<file path="src/inc/hpb_pkg.sv">
// constants and types for the host pixel bus unpacker
// Behaviour
// - accept pixels over 8, 9, 16, 18 or 24 bit bus, packing chosen by width
// - 24-bit: one cycle, red top byte, green middle, blue low byte
// - 18-bit: one cycle, red 17..12, green 11..6, blue 5..0
// - 16-bit 565: one word, five red top, six green middle, five blue low
// - 9-bit: two cycles, red plus green high, then green low plus blue
// - panel image enabled while panel-on input high, blanked while low
// - reference clock period at least 9 ns; bus minimums counted in it
// - external clock up to 120 MHz bypassed, 2.5..50 with PLL, crystal 2.5..10
package hpb_pkg;
   typedef enum logic [2:0] {
      HPB_W8 = 3'h0,
      HPB_W9 = 3'h1,
      HPB_W16 = 3'h2,
      HPB_W16X = 3'h3,
      HPB_W18 = 3'h4,
      HPB_W24 = 3'h5
   } hpb_width_t;
   localparam int unsigned HPB_CLK_PERIOD_NS = 100;
   localparam int unsigned HPB_REF_MIN_NS = 9;
   localparam int unsigned HPB_FIRST_READ_CYC = 5;
   localparam int unsigned HPB_CNT_W = 3;
   localparam logic [HPB_CNT_W-1:0] HPB_FRD_CNT = HPB_CNT_W'(HPB_FIRST_READ_CYC);
   localparam int unsigned HPB_BUS_W = 24;
   localparam int unsigned HPB_PIX_W = 24;
endpackage

</file>
<file path="src/design/hpb_unpack.sv">
// host pixel bus: strobe capture, pixel unpacking, read path, panel enables
`timescale 1ns/1ps
module hpb_unpack
   import hpb_pkg::*;
(
   input wire logic SYS_CLK_I, // 10 MHz reference clock
   input wire logic SYS_RST_I, // sync reset, high
   input wire logic [2:0] WIDTH_SEL_I, // bus width / packing select
   input wire logic CS_N_I, // chip select, low
   input wire logic WR_N_I, // write strobe, low
   input wire logic RD_N_I, // read strobe, low
   input wire logic COMMAND_DATA_SELECT_I, // 0 command, 1 data
   input wire logic [HPB_BUS_W-1:0] BUS_I, // host data in
   output logic [HPB_BUS_W-1:0] BUS_O, // read data out
   output logic BUS_OE_O, // high while driving bus
   input wire logic [HPB_BUS_W-1:0] RDATA_I, // data to return on reads
   output logic RDATA_ACK_O, // pulse: read word consumed
   output logic RD_VALID_O, // read data valid on bus
   output logic CMD_VALID_O, // pulse: command byte received
   output logic [7:0] CMD_O, // received command code
   output logic PARAM_VALID_O, // pulse: parameter word (not pixel)
   output logic PIX_VALID_O, // pulse: full pixel assembled
   output logic [HPB_PIX_W-1:0] PIX_O, // pixel r8 g8 b8, msb aligned
   input wire logic PIXEL_MODE_I, // 1: data writes are pixels
   input wire logic PANEL_ON_INPUT_I, // panel-on pin
   input wire logic BACKLIGHT_ON_I, // backlight enable pin
   output logic PANEL_EN_O, // panel image enable
   output logic BACKLIGHT_EN_O // backlight drive
);
   logic wr_fire;
   logic [1:0] phase;
   logic [1:0] next_phase;
   logic [17:0] hold;
   logic [17:0] next_hold;
   logic [HPB_PIX_W-1:0] pix;
   logic [HPB_PIX_W-1:0] next_pix;
   logic pix_v;
   logic next_pix_v;
   logic cmd_v;
   logic next_cmd_v;
   logic par_v;
   logic next_par_v;
   logic [7:0] cmd;
   logic [7:0] next_cmd;
   logic [HPB_CNT_W-1:0] rd_cnt;
   logic [HPB_CNT_W-1:0] next_rd_cnt;
   logic rd_act;
   logic [HPB_BUS_W-1:0] rd_q;
   logic [HPB_BUS_W-1:0] next_rd_q;
   logic panel;
   logic blight;
   hpb_width_t wsel;

   assign wsel = hpb_width_t'(WIDTH_SEL_I);

   hpb_strobe u_wr (
      .clk_i(SYS_CLK_I),
      .rst_i(SYS_RST_I),
      .cs_n_i(CS_N_I),
      .str_n_i(WR_N_I),
      .fire_o(wr_fire)
   );

   always_comb begin
      next_phase = phase;
      next_hold = hold;
      next_pix = pix;
      next_pix_v = 1'b0;
      next_cmd_v = 1'b0;
      next_par_v = 1'b0;
      next_cmd = cmd;
      if (wr_fire && !COMMAND_DATA_SELECT_I) begin
         next_cmd = BUS_I[7:0];
         next_cmd_v = 1'b1;
         next_phase = 2'h0;
      end else if (wr_fire && !PIXEL_MODE_I) begin
         next_par_v = 1'b1;
         next_pix = BUS_I;
      end else if (wr_fire) begin
         unique case (wsel)
            HPB_W24: begin
               next_pix = BUS_I;
               next_pix_v = 1'b1;
            end
            HPB_W18: begin
               next_pix = {BUS_I[17:12], 2'h0, BUS_I[11:6], 2'h0, BUS_I[5:0], 2'h0};
               next_pix_v = 1'b1;
            end
            HPB_W16: begin
               next_pix = {BUS_I[15:11], 3'h0, BUS_I[10:5], 2'h0, BUS_I[4:0], 3'h0};
               next_pix_v = 1'b1;
            end
            HPB_W16X: begin
               unique case (phase)
                  2'h0: begin
                     next_hold = {BUS_I[15:10], BUS_I[7:2], 6'h00};
                     next_phase = 2'h1;
                  end
                  2'h1: begin
                     next_pix = {hold[17:12], 2'h0, hold[11:6], 2'h0, BUS_I[15:10], 2'h0};
                     next_pix_v = 1'b1;
                     next_hold = {BUS_I[7:2], 12'h000};
                     next_phase = 2'h2;
                  end
                  default: begin
                     next_pix = {hold[17:12], 2'h0, BUS_I[15:10], 2'h0, BUS_I[7:2], 2'h0};
                     next_pix_v = 1'b1;
                     next_phase = 2'h0;
                  end
               endcase
            end
            HPB_W9: begin
               if (phase == 2'h0) begin
                  next_hold = {BUS_I[8:0], 9'h000};
                  next_phase = 2'h1;
               end else begin
                  next_pix = {hold[17:12], 2'h0, hold[11:9], BUS_I[8:6], 2'h0, BUS_I[5:0], 2'h0};
                  next_pix_v = 1'b1;
                  next_phase = 2'h0;
               end
            end
            HPB_W8: begin
               unique case (phase)
                  2'h0: begin
                     next_hold = {BUS_I[7:2], 12'h000};
                     next_phase = 2'h1;
                  end
                  2'h1: begin
                     next_hold = {hold[17:12], BUS_I[7:2], 6'h00};
                     next_phase = 2'h2;
                  end
                  default: begin
                     next_pix = {hold[17:12], 2'h0, hold[11:6], 2'h0, BUS_I[7:2], 2'h0};
                     next_pix_v = 1'b1;
                     next_phase = 2'h0;
                  end
               endcase
            end
            default: begin
               next_phase = 2'h0;
            end
         endcase
      end
   end

   always_ff @(posedge SYS_CLK_I) begin
      if (SYS_RST_I) begin
         phase <= 2'h0;
         hold <= 18'h00000;
         pix <= 24'h000000;
         pix_v <= 1'b0;
         cmd_v <= 1'b0;
         par_v <= 1'b0;
         cmd <= 8'h00;
      end else begin
         phase <= next_phase;
         hold <= next_hold;
         pix <= next_pix;
         pix_v <= next_pix_v;
         cmd_v <= next_cmd_v;
         par_v <= next_par_v;
         cmd <= next_cmd;
      end
   end

   // read path: first valid data only after the fixed read latency
   always_comb begin
      next_rd_cnt = rd_cnt;
      next_rd_q = rd_q;
      if (!rd_act) begin
         next_rd_cnt = '0;
      end else if (rd_cnt != HPB_FRD_CNT) begin
         next_rd_cnt = rd_cnt + HPB_CNT_W'(1);
         if (rd_cnt == HPB_FRD_CNT - HPB_CNT_W'(1)) begin
            next_rd_q = RDATA_I;
         end
      end
   end
   assign rd_act = ~CS_N_I & ~RD_N_I;

   always_ff @(posedge SYS_CLK_I) begin
      if (SYS_RST_I) begin
         rd_cnt <= '0;
         rd_q <= 24'h000000;
         panel <= 1'b0;
         blight <= 1'b0;
      end else begin
         rd_cnt <= next_rd_cnt;
         rd_q <= next_rd_q;
         panel <= PANEL_ON_INPUT_I;
         blight <= BACKLIGHT_ON_I;
      end
   end

   assign RD_VALID_O = rd_act & (rd_cnt == HPB_FRD_CNT);
   assign BUS_OE_O = rd_act;
   assign BUS_O = rd_q;
   assign RDATA_ACK_O = rd_act & (rd_cnt == HPB_FRD_CNT - HPB_CNT_W'(1));
   assign PIX_O = pix;
   assign PIX_VALID_O = pix_v;
   assign CMD_O = cmd;
   assign CMD_VALID_O = cmd_v;
   assign PARAM_VALID_O = par_v;
   assign PANEL_EN_O = panel;
   assign BACKLIGHT_EN_O = blight;
endmodule // hpb_unpack

</file>
<file path="src/design/hpb_strobe.sv">
// strobe edge detector for the host bus
`timescale 1ns/1ps
module hpb_strobe (
   input wire logic clk_i, // clock
   input wire logic rst_i, // sync reset
   input wire logic cs_n_i, // chip select, active low
   input wire logic str_n_i, // strobe, active low
   output logic fire_o // one cycle at strobe release while selected
);
   logic held;
   logic next_held;
   always_comb begin
      next_held = ~cs_n_i & ~str_n_i;
   end
   always_ff @(posedge clk_i) begin
      if (rst_i) begin
         held <= 1'b0;
      end else begin
         held <= next_held;
      end
   end
   // data is latched on the first clock edge after the strobe rises, not on the strobe edge as the bus does
   assign fire_o = held & ~next_held;
endmodule // hpb_strobe

</file>
<file path="config.mk">
export PLATFORM = sky130hd
export DESIGN_NAME = hpb_unpack
export DESIGN_NICKNAME = d
export VERILOG_FILES = /design/src/inc/hpb_pkg.sv /design/src/design/hpb_unpack.sv /design/src/design/hpb_strobe.sv
export SDC_FILE = /design/constraint.sdc
export NUM_CORES = 1
export LEC_CHECK = 0
export BUFFER_PORTS_ARGS = -buffer_cell sky130_fd_sc_hd__buf_2
export CORE_UTILIZATION = 46
export DETAILED_ROUTE_END_ITERATION = 12
export HOLD_SLACK_MARGIN = 0.06
export PLACE_DENSITY = 0.72
export SETUP_SLACK_MARGIN = 0.05
export SLEW_MARGIN = 0
export SYNTH_ARGS = -nofsm -noshare
export SYNTH_HDL_FRONTEND = slang
export SYNTH_HIERARCHICAL = 1
export SYNTH_SLANG_ARGS = --single-unit
</file>
<file path="constraint.sdc">
create_clock -name SYS_CLK_I -period 3 [get_ports SYS_CLK_I]
set_clock_uncertainty 0.1 [all_clocks]
set_input_delay 0.15 -clock SYS_CLK_I [delete_from_list [all_inputs] [get_ports SYS_CLK_I]]
set_output_delay 0.15 -clock SYS_CLK_I [all_outputs]
set_load 0.01 [all_outputs]
</file>
## Yosys cells after proc, flatten, opt, wreduce, memory -nomap -nowiden

Index checks and enable logic that the tools add are counted.

| operators by class | value |
|---|---|
| bitwise operators | 14 |
| muxes and demuxes | 18 |
| equal/unequal tests | 17 |
| reduce and logical (&&, ||, !) cells | 21 |
| add/sub/neg operators | 1 |

Operators by type and width:

| cell | number |
|---|---|
| $pmux 24 s6 | 1 |
| $mux 24 | 4 |
| $pmux 18 s2 | 2 |
| $pmux 18 s3 | 1 |
| $pmux 24 s2 | 1 |
| $mux 18 | 1 |
| $ne 3x3->1 const B | 6 |
| $eq 3x3->1 const B | 4 |
| $reduce_or 2->1 | 5 |
| $not 1->1 | 9 |
| $reduce_and 8->1 | 1 |
| $reduce_and 7->1 | 1 |
| $reduce_bool 7->1 | 1 |
| $eq 3x2->1 const B | 2 |
| $ne 2x2->1 const B | 3 |
| $pmux 2 s3 | 1 |
| $reduce_and 3->1 | 2 |
| $reduce_and 6->1 | 1 |
| $and 1x1->1 | 5 |
| $mux 1 | 5 |
| $pmux 2 s2 | 1 |
| $reduce_or 4->1 | 1 |
| $add 3x1->3 const B | 1 |
| $eq 3x1->1 const B | 1 |
| other kinds (9) | 11 |

| storage, ports and cells | value |
|---|---|
| bits of input ports | 60 |
| word-level logic and storage cells | 84 |
| register bits | 85 |

## Logic depth before layout (Yosys ltp)

Gate-level depths: netlist (run 1).

| depth | value |
|---|---|
| depth after elaboration | 7 |
| mapped depth | 8 |

## Hierarchy

The synthesis (run 1) kept the hierarchy.

Modules (own cells, without submodules):

| module | sequential area each (sq um) | instances | cells an instance | area an instance (sq um) |
|---|---|---|---|---|
| hpb_unpack | 1561.5 | 1 | 474 | 3852.4 |
| hpb_strobe | 20.0 | 1 | 3 | 37.5 |

## Worst setup path before layout (run 1)

Ideal clock, no wire load.

| path | value |
|---|---|
| path kind | register -> register |
| start point | reg rd_cnt[0] |
| end point | reg rd_q[23], in the netlist BUS_O[23] |
| arrival time | 1.524 ns |
| stages on the path, launching flop included | 9 |
| data required time | 2.830 ns |
| path slack | 1.305 ns |
| clock period less this slack | 1.695 ns |
| cell sequence | dfxtp_1 > inv_1 > ha_1 > and3_1 > nand2b_1 > clkbuf_1 > clkbuf_1 > nand2_1 > a21oi_1 |

| on the way | value |
|---|---|
| longest elaborated chain between the ends | 2 |
| elaborated cells on any way between the ends | 3 |
| those cells by class | eq/ne (2); reduce/logical (1) |

RTL lines:

| what | line | text |
|---|---|---|
| start, declared | hpb_unpack.sv:45 | `logic [HPB_CNT_W-1:0] rd_cnt;` |
| start signal, assigned | hpb_unpack.sv:188 | `rd_cnt <= next_rd_cnt;` |
| $ne 3x3->1 / $eq 3x3->1 (equally long branches) | hpb_unpack.sv:172, hpb_unpack.sv:174 |  |
| $reduce_and 3->1 (no source line) (*) | - |  |
| end signal, assigned | hpb_unpack.sv:189 | `rd_q <= next_rd_q;` |
| end, declared | hpb_unpack.sv:48 | `logic [HPB_BUS_W-1:0] rd_q;` |

Mark *: on every way between the ends. The rest lies on a longest branch, timed or not.
A chain may end at the register's enable or synchronous reset.

## Final worst setup path (run 1)

| path | value |
|---|---|
| start point | in WR_N_I |
| end point | reg hold[14] |

| on the way | value |
|---|---|
| longest elaborated chain between the ends | 7 |
| elaborated cells on any way between the ends | 9 |
| those cells by class | bitwise (6); reduce/logical (3) |

RTL lines:

| what | line | text |
|---|---|---|
| start, declared | hpb_unpack.sv:10 | `input wire logic WR_N_I,` |
| $not 1->1 (*) | hpb_strobe.sv:13 | `next_held = ~cs_n_i & ~str_n_i;` |
| $and 1x1->1 (*) | hpb_strobe.sv:13 |  |
| $not 1->1 (*) | hpb_strobe.sv:23 | `assign fire_o = held & ~next_held;` |
| $and 1x1->1 (*) | hpb_strobe.sv:23 |  |
| via wr_fire | hpb_unpack.sv:30 | `logic wr_fire;` |
| $logic_and 1x1->1 (on tied branches) | hpb_unpack.sv:72, hpb_unpack.sv:76 |  |
| $not 1->1 (no source line) | - |  |
| $reduce_and 8->1 (no source line) (*) | - |  |
| end signal, assigned | hpb_unpack.sv:157 | `hold <= next_hold;` |
| end, declared | hpb_unpack.sv:33 | `logic [17:0] hold;` |

The timed path passes the listed nets; every way through them passes the cells marked *.

==> run_results.csv, run 1 <==
group,metric,value,unit
sta,setup_tns,0,ns
logic_synthesis,ys_ff_latch,79,
critical_path,end_kind,"flop",
routing,via_per_inst,5.62,
logic_synthesis,synth_flop_cell,"dfxtp_1",
worst_hold_path,whs_path_depth,3,
critical_path,cp_num_buf_inv,2,
critical_path,crit_family,"simple AND/OR/NAND/NOR gates",
worst_hold_path,hp-class,"input pin to flop",
sta,maxSlewViolCount,0,
global_routing,grt_use_total,0.277,
routing,vias,4116,
floorplan,io_pins,124,
clock_network,post_cts_buffers,0,
global_routing,grt_remaining_overflow,0,
sta,relSlewSlack,0.434,
sta,worst_slew_pin_slew,0.849,ns
critical_path,cp.depth,8,
critical_path,r2r_cells,5,
floorplan,die_y,94.0,um
floorplan,dieWidth,94.0,um
global_routing,grt_pass1_vias,3955,
critical_path,crit_fanout,11,
routing,wl_per_cell,16.4,um
logic_synthesis,synth_nets,540,
placement,place_area,4470,um^2
critical_path,cpPeakStageDelay,0.54,ns
routing,dr.pass1.iters,11,
cells_and_area,drive_above_1_share,0.255,
clock_network,cts-root-buf,"clkbuf_8",
placement,port_buffers,123,
routing,drc,2,
cells_and_area,nets,686,
critical_path,crit_path_top_delay_cell,"nor2_1",
critical_path,crit_arrival,2.43,ns
cells_and_area,diodes,0,
cells_and_area,synthToLayoutAreaGrowth,32.3,%
global_routing,grt_max_degree,40,
clock_network,clock-sinks,79,
sta,max_freq,446,MHz
clock_network,tritoncts,"yes",
clock_network,cts_max_path_buffers,2,
power_and_ir_drop,p_per_area,409,nW/um^2
sta,min_period,2.24,ns
critical_path,worstSetupPathType,"input pin to flop",
routing,finalWirelength,12.0,mm
logic_synthesis,ys_async_sr_fraction,0,
logic_synthesis,synth_warnings,6,
critical_path,worstPathRequired,3.18,ns
clock_network,cts_buffers,9,
outcome,status,"complete, but fails checks",
sta,hold_viol,0,
critical_path,worstPathCellList,"dlygate4sd3_1 -> buf_2 -> o21a_1 -> nand3b_1 -> or2_1 -> nor2_1 -> nor2_1 -> a311oi_1",
floorplan,start_util,0.473,
routing,drtIter0Drc,260,
power_and_ir_drop,leakage,2.08,nW
logic_synthesis,synthCells,477,
power_and_ir_drop,peakVddDrop,208,uV
outcome,violations,"DRC",
placement,dp_hpwl,7.93,mm
critical_path,crit_top_cell,"nor2_1",
floorplan,die_area,8830,um^2
floorplan,num_rows,33,
logic_synthesis,syn_avg_cell_area,8.16,um^2
logic_synthesis,ys_seq_area_frac,0.407,
clock_network,clk_latency,0.36,ns
clock_network,clk_pin_slew,0.09,ns
clock_network,cts_hold_buf,50,
global_routing,antenna_found_initial,0,
clock_network,cts.htree.levels,3,
critical_path,start_kind,"input pin",
placement,place_congestion,0.941,
cells_and_area,fin_area,5150,um^2
sta,period_share,0.748,
logic_synthesis,synth_edf_count,0,
logic_synthesis,synth_cell_types,55,
sta,rsz0062_at_grt,"no",
floorplan,core,8220,um^2
routing,ant_nets,0,
global_routing,grt_pass1_wl,19.1,mm
flow_run,drv_cap,0,
clock_network,cts_resized,0,
logic_synthesis,syn_area,3890,um^2
sta,setup_viol,0,
-- sequential cells by signal, summed over array words and instances (netlist names) --
| register | flops |
|---|---|
| phase | 2 |
| PARAM_VALID_O | 1 |
| u_wr/held | 1 |
| PANEL_EN_O | 1 |
| rd_cnt | 3 |
| PIX_O | 24 |
| BUS_O | 24 |
| BACKLIGHT_EN_O | 1 |
| CMD_O | 8 |
| PIX_VALID_O | 1 |
| CMD_VALID_O | 1 |
| hold | 12 |
-- placed cells by master (no fill, tap or decap), types with 6 or more instances in the layout --
cell type      netlist  layout
o21ai_0             17      17
nand3_1              7       7
nand2b_1            15      15
dfxtp_1             79      79
a22o_1              13      13
nor2b_1             11      11
a22oi_1              8       8
o211ai_1            13      13
a32oi_1              6       6
nor3_1              16      16
nor2_1              45      45
nand2_1             76      76
a21oi_1             49      49
buf_2               15     123
clkbuf_8             0       9
mux2i_1             11      11
a311oi_1             6       6
dlygate4sd3_1        0      50
-- path summary, 6_finish.rpt --
path	startpoint	end	slack (ns)
hold reg to reg	PIX_O[22]$_SDFFE_PP0P_	PIX_O[22]$_SDFFE_PP0P_	0.35
hold / removal	CS_N_I	rd_cnt[0]$_SDFFE_PP0N_	0.07
setup / recovery	WR_N_I	hold[14]$_SDFFE_PP0P_	0.76
setup reg to reg	phase[1]$_SDFFE_PP0P_	PIX_O[11]$_SDFFE_PP0P_	0.83
-- worst reg2reg max path: cells and delay by family (launching register included) --
family	cells	cell delay, ns
AO/OA/AOI/OAI	2	0.56
multiplexers	1	0.26
flip-flops	1	0.42
AND/OR/NAND/NOR	2	0.71
-- cell usage after synthesis, types with 4 or more instances --
| library cell | count | share of area |
|---|---|---|
| mux2i_1 | 11 | 0.028 |
| a211oi_2 | 5 | 0.016 |
| nand3_1 | 7 | 0.0090 |
| o211ai_1 | 13 | 0.025 |
| a22o_1 | 13 | 0.029 |
| inv_1 | 4 | 0.0039 |
| o21ai_0 | 17 | 0.022 |
| nor3_1 | 16 | 0.021 |
| nand2_1 | 76 | 0.073 |
| dfxtp_1 | 79 | 0.41 |
| a311oi_1 | 6 | 0.014 |
| nor2b_1 | 11 | 0.018 |
| a32oi_1 | 6 | 0.014 |
| a21oi_1 | 49 | 0.063 |
| a22oi_1 | 8 | 0.015 |
| nand2b_1 | 15 | 0.024 |
| a221oi_1 | 4 | 0.0090 |
| clkbuf_1 | 22 | 0.021 |
| nor2_1 | 45 | 0.043 |
| a211oi_1 | 5 | 0.0097 |
| buf_2 | 15 | 0.019 |
-- cell families after synthesis --
logic type                 Yosys count  synth area share
DFF                                 79             0.407
AOI/OAI and AO/OA                  144             0.263
buffers and inverters               47            0.0572
muxes                               12            0.0312
adders and majority gates            3           0.00965
xor gates and xnor gates             1           0.00225
and+or+nand+nor                    191             0.230
-- stage by stage --
step                      hold slack, ns   util  total power, mW  worst slack [ns]  std cells
after global placement             0.249  0.544             1.33             0.918        667
final                             0.0665  0.626             2.11             0.756        733
after CTS                         0.0632  0.626             2.11             0.804        733
after detailed placement           0.247  0.544             1.33             0.836        667
after floorplan                    0.114      -             1.24              1.31        477
after global routing               0.116  0.626             2.19             0.535        733
-- power breakdown --
part | total [mW] | internal (mW) | leakage (nW) | switching, mW
clock network | 0.737 | 0.309 | 0.0866 | 0.428
registers | 1.07 | 1.06 | 0.638 | 0.00658
logic | 0.303 | 0.133 | 1.36 | 0.170
-- metal layers --
layer | global-route usage | part of all wire
met5 | 0 | 0
met4 | 0.146 | 0.026
met3 | 0.0526 | 0.074
met2 | 0.463 | 0.47
met1 | 0.336 | 0.43
-- cell type report --
cell class	instances	area, um^2
clock buffers	9	124
clock inverters	7	55.1
fillers	712	3070
inverters	4	15.0
multi-input cells	351	2090
flip-flops and latches	79	1580
well taps	105	131
repair buffers	178	1150
Note: power is estimated with default switching activity, not from simulation.
==> run 2: changes to the inputs <==
==> constraint.sdc (replaced) <==
create_clock -name SYS_CLK_I -period 2.35 [get_ports SYS_CLK_I]
set_clock_uncertainty 0.1 [all_clocks]
set_input_delay 0.1175 -clock SYS_CLK_I [delete_from_list [all_inputs] [get_ports SYS_CLK_I]]
set_output_delay 0.1175 -clock SYS_CLK_I [all_outputs]
set_load 0.01 [all_outputs]
==> run 2 against run 1 <==
  * The flow now finishes without violations
  * Sequential power up 27%
  * Combinational power is 30% higher
  * Total power rose by 40%
==> run_results.csv, run 2 (synthesized netlist as in run 1, its figures left out) <==
group,metric,value,unit
sta,setup_tns,0,ns
sta,hold_viol,0,
clock_network,clk_pin_slew,0.08,ns
global_routing,grt_pass1_wl,18.7,mm
routing,drtIter0Drc,308,
routing,ant_nets,0,
cells_and_area,nets,700,
cells_and_area,drive_above_1_share,0.266,
placement,port_buffers,123,
critical_path,crit_fanout,9,
critical_path,start_kind,"input pin",
clock_network,clock-sinks,79,
power_and_ir_drop,p_per_area,555,nW/um^2
global_routing,grt_remaining_overflow,0,
routing,dr.pass1.iters,5,
power_and_ir_drop,peakVddDrop,331,uV
sta,setup_viol,0,
placement,place_area,4570,um^2
clock_network,clk_latency,0.35,ns
critical_path,worstPathRequired,2.54,ns
placement,place_congestion,0.935,
clock_network,post_cts_buffers,0,
clock_network,cts.htree.levels,3,
sta,worst_hold_slack,0.0681,ns
floorplan,start_util,0.473,
cells_and_area,fin_area,5330,um^2
flow_run,drv_cap,0,
routing,wl_per_cell,16.0,um
floorplan,die_y,94.0,um
global_routing,antenna_found_initial,0,
clock_network,tritoncts,"yes",
global_routing,grt_pass1_vias,3925,
cells_and_area,utilization,0.648,
routing,vias,4173,
clock_network,cts-root-buf,"clkbuf_8",
floorplan,num_rows,33,
clock_network,cts_max_path_buffers,2,
sta,max_freq,465,MHz
cells_and_area,layout_common_cells,"buf_2 (123), dfxtp_1 (79), nand2_1 (76)",
global_routing,grt_use_total,0.273,
worst_hold_path,hp-class,"input pin to flop",
floorplan,core,8220,um^2
critical_path,end_kind,"flop",
cells_and_area,diodes,0,
sta,min_period,2.15,ns
routing,drc,0,
outcome,status,"finished clean",
cells_and_area,synthToLayoutAreaGrowth,36.9,%
sta,relSlewSlack,0.616,
floorplan,die_area,8830,um^2
routing,via_per_inst,5.59,
sta,maxSlewViolCount,0,
sta,period_share,0.916,
floorplan,io_pins,124,
critical_path,worstSetupPathType,"input pin to flop",
routing,finalWirelength,11.9,mm
placement,dp_hpwl,8.03,mm
cells_and_area,final_common_cell,"buf_2",
clock_network,cts_buffers,9,
critical_path,crit_arrival,2.34,ns
clock_network,cts_resized,0,
sta,worst_slew_pin_slew,0.573,ns
floorplan,dieWidth,94.0,um
power_and_ir_drop,leakage,2.19,nW
sta,rsz0062_at_grt,"no",
global_routing,grt_max_degree,28,
==> run 2: path summary, 6_finish.rpt <==
check                              start                endpoint  slack, ns  cells after the start
setup reg to reg   phase[0]$_SDFFE_PP0P_  PIX_O[11]$_SDFFE_PP0P_       0.30                      4
setup / recovery                  WR_N_I  PIX_VALID_O$_SDFF_PP0_       0.20                      9
hold / removal                 SYS_RST_I    hold[7]$_SDFFE_PP0P_       0.07                      2
hold reg to reg   BUS_O[21]$_SDFFE_PP0P_  BUS_O[21]$_SDFFE_PP0P_       0.35                      2
==> run 2: final cells by class <==
type                       count  area [um^2]
multi-input combinational    351         2090
inverter                       4         15.0
timing repair buffer         192         1280
clock inverter                 6          109
clock buffer                  10          128
sequential                    79         1580
fill                         701         2890
tap                          105          131
==> run 2: worst max-delay path: stages <==
cell and delay (ns):
dlygate4sd3_1 0.53, buf_2 0.13, o21a_1 0.25, nand2b_1 0.16, nor2b_1 0.16, buf_4 0.18
nand4_1 0.11, dlygate4sd3_1 0.58, a21oi_1 0.11
==> run 2: per-layer routing <==
metal | vias up | wire length, um | global-route usage
met5 | - | 0 | 0
met4 | 0 | 391 | 0.136
met3 | 37 | 959 | 0.0502
met2 | 203 | 5520 | 0.466
met1 | 1903 | 5060 | 0.326
li1 | 2030 | - | -
==> run 2: where the power goes <==
part / switching, mW / internal (mW) / leakage, nW
combinational: 0.214 / 0.181 / 1.43
clock: 0.494 / 0.704 / 0.120
sequential: 0.00843 / 1.35 / 0.638
total: 0.716 / 2.24 / 2.19
==> run 2: stage by stage <==
stage	power [mW]	instances	worst slack, ns
floorplan	1.58	477	0.655
global placement	1.71	679	0.395
detailed placement	1.71	679	0.328
CTS	2.97	747	0.251
global route	3.07	747	0.0952
finish	2.95	747	0.198
==> run 2: timing repair <==
action	4_1_cts	5_1_grt
setup endpoints to repair	0	0
hold buffers	52	0
hold endpoints to repair	59	0
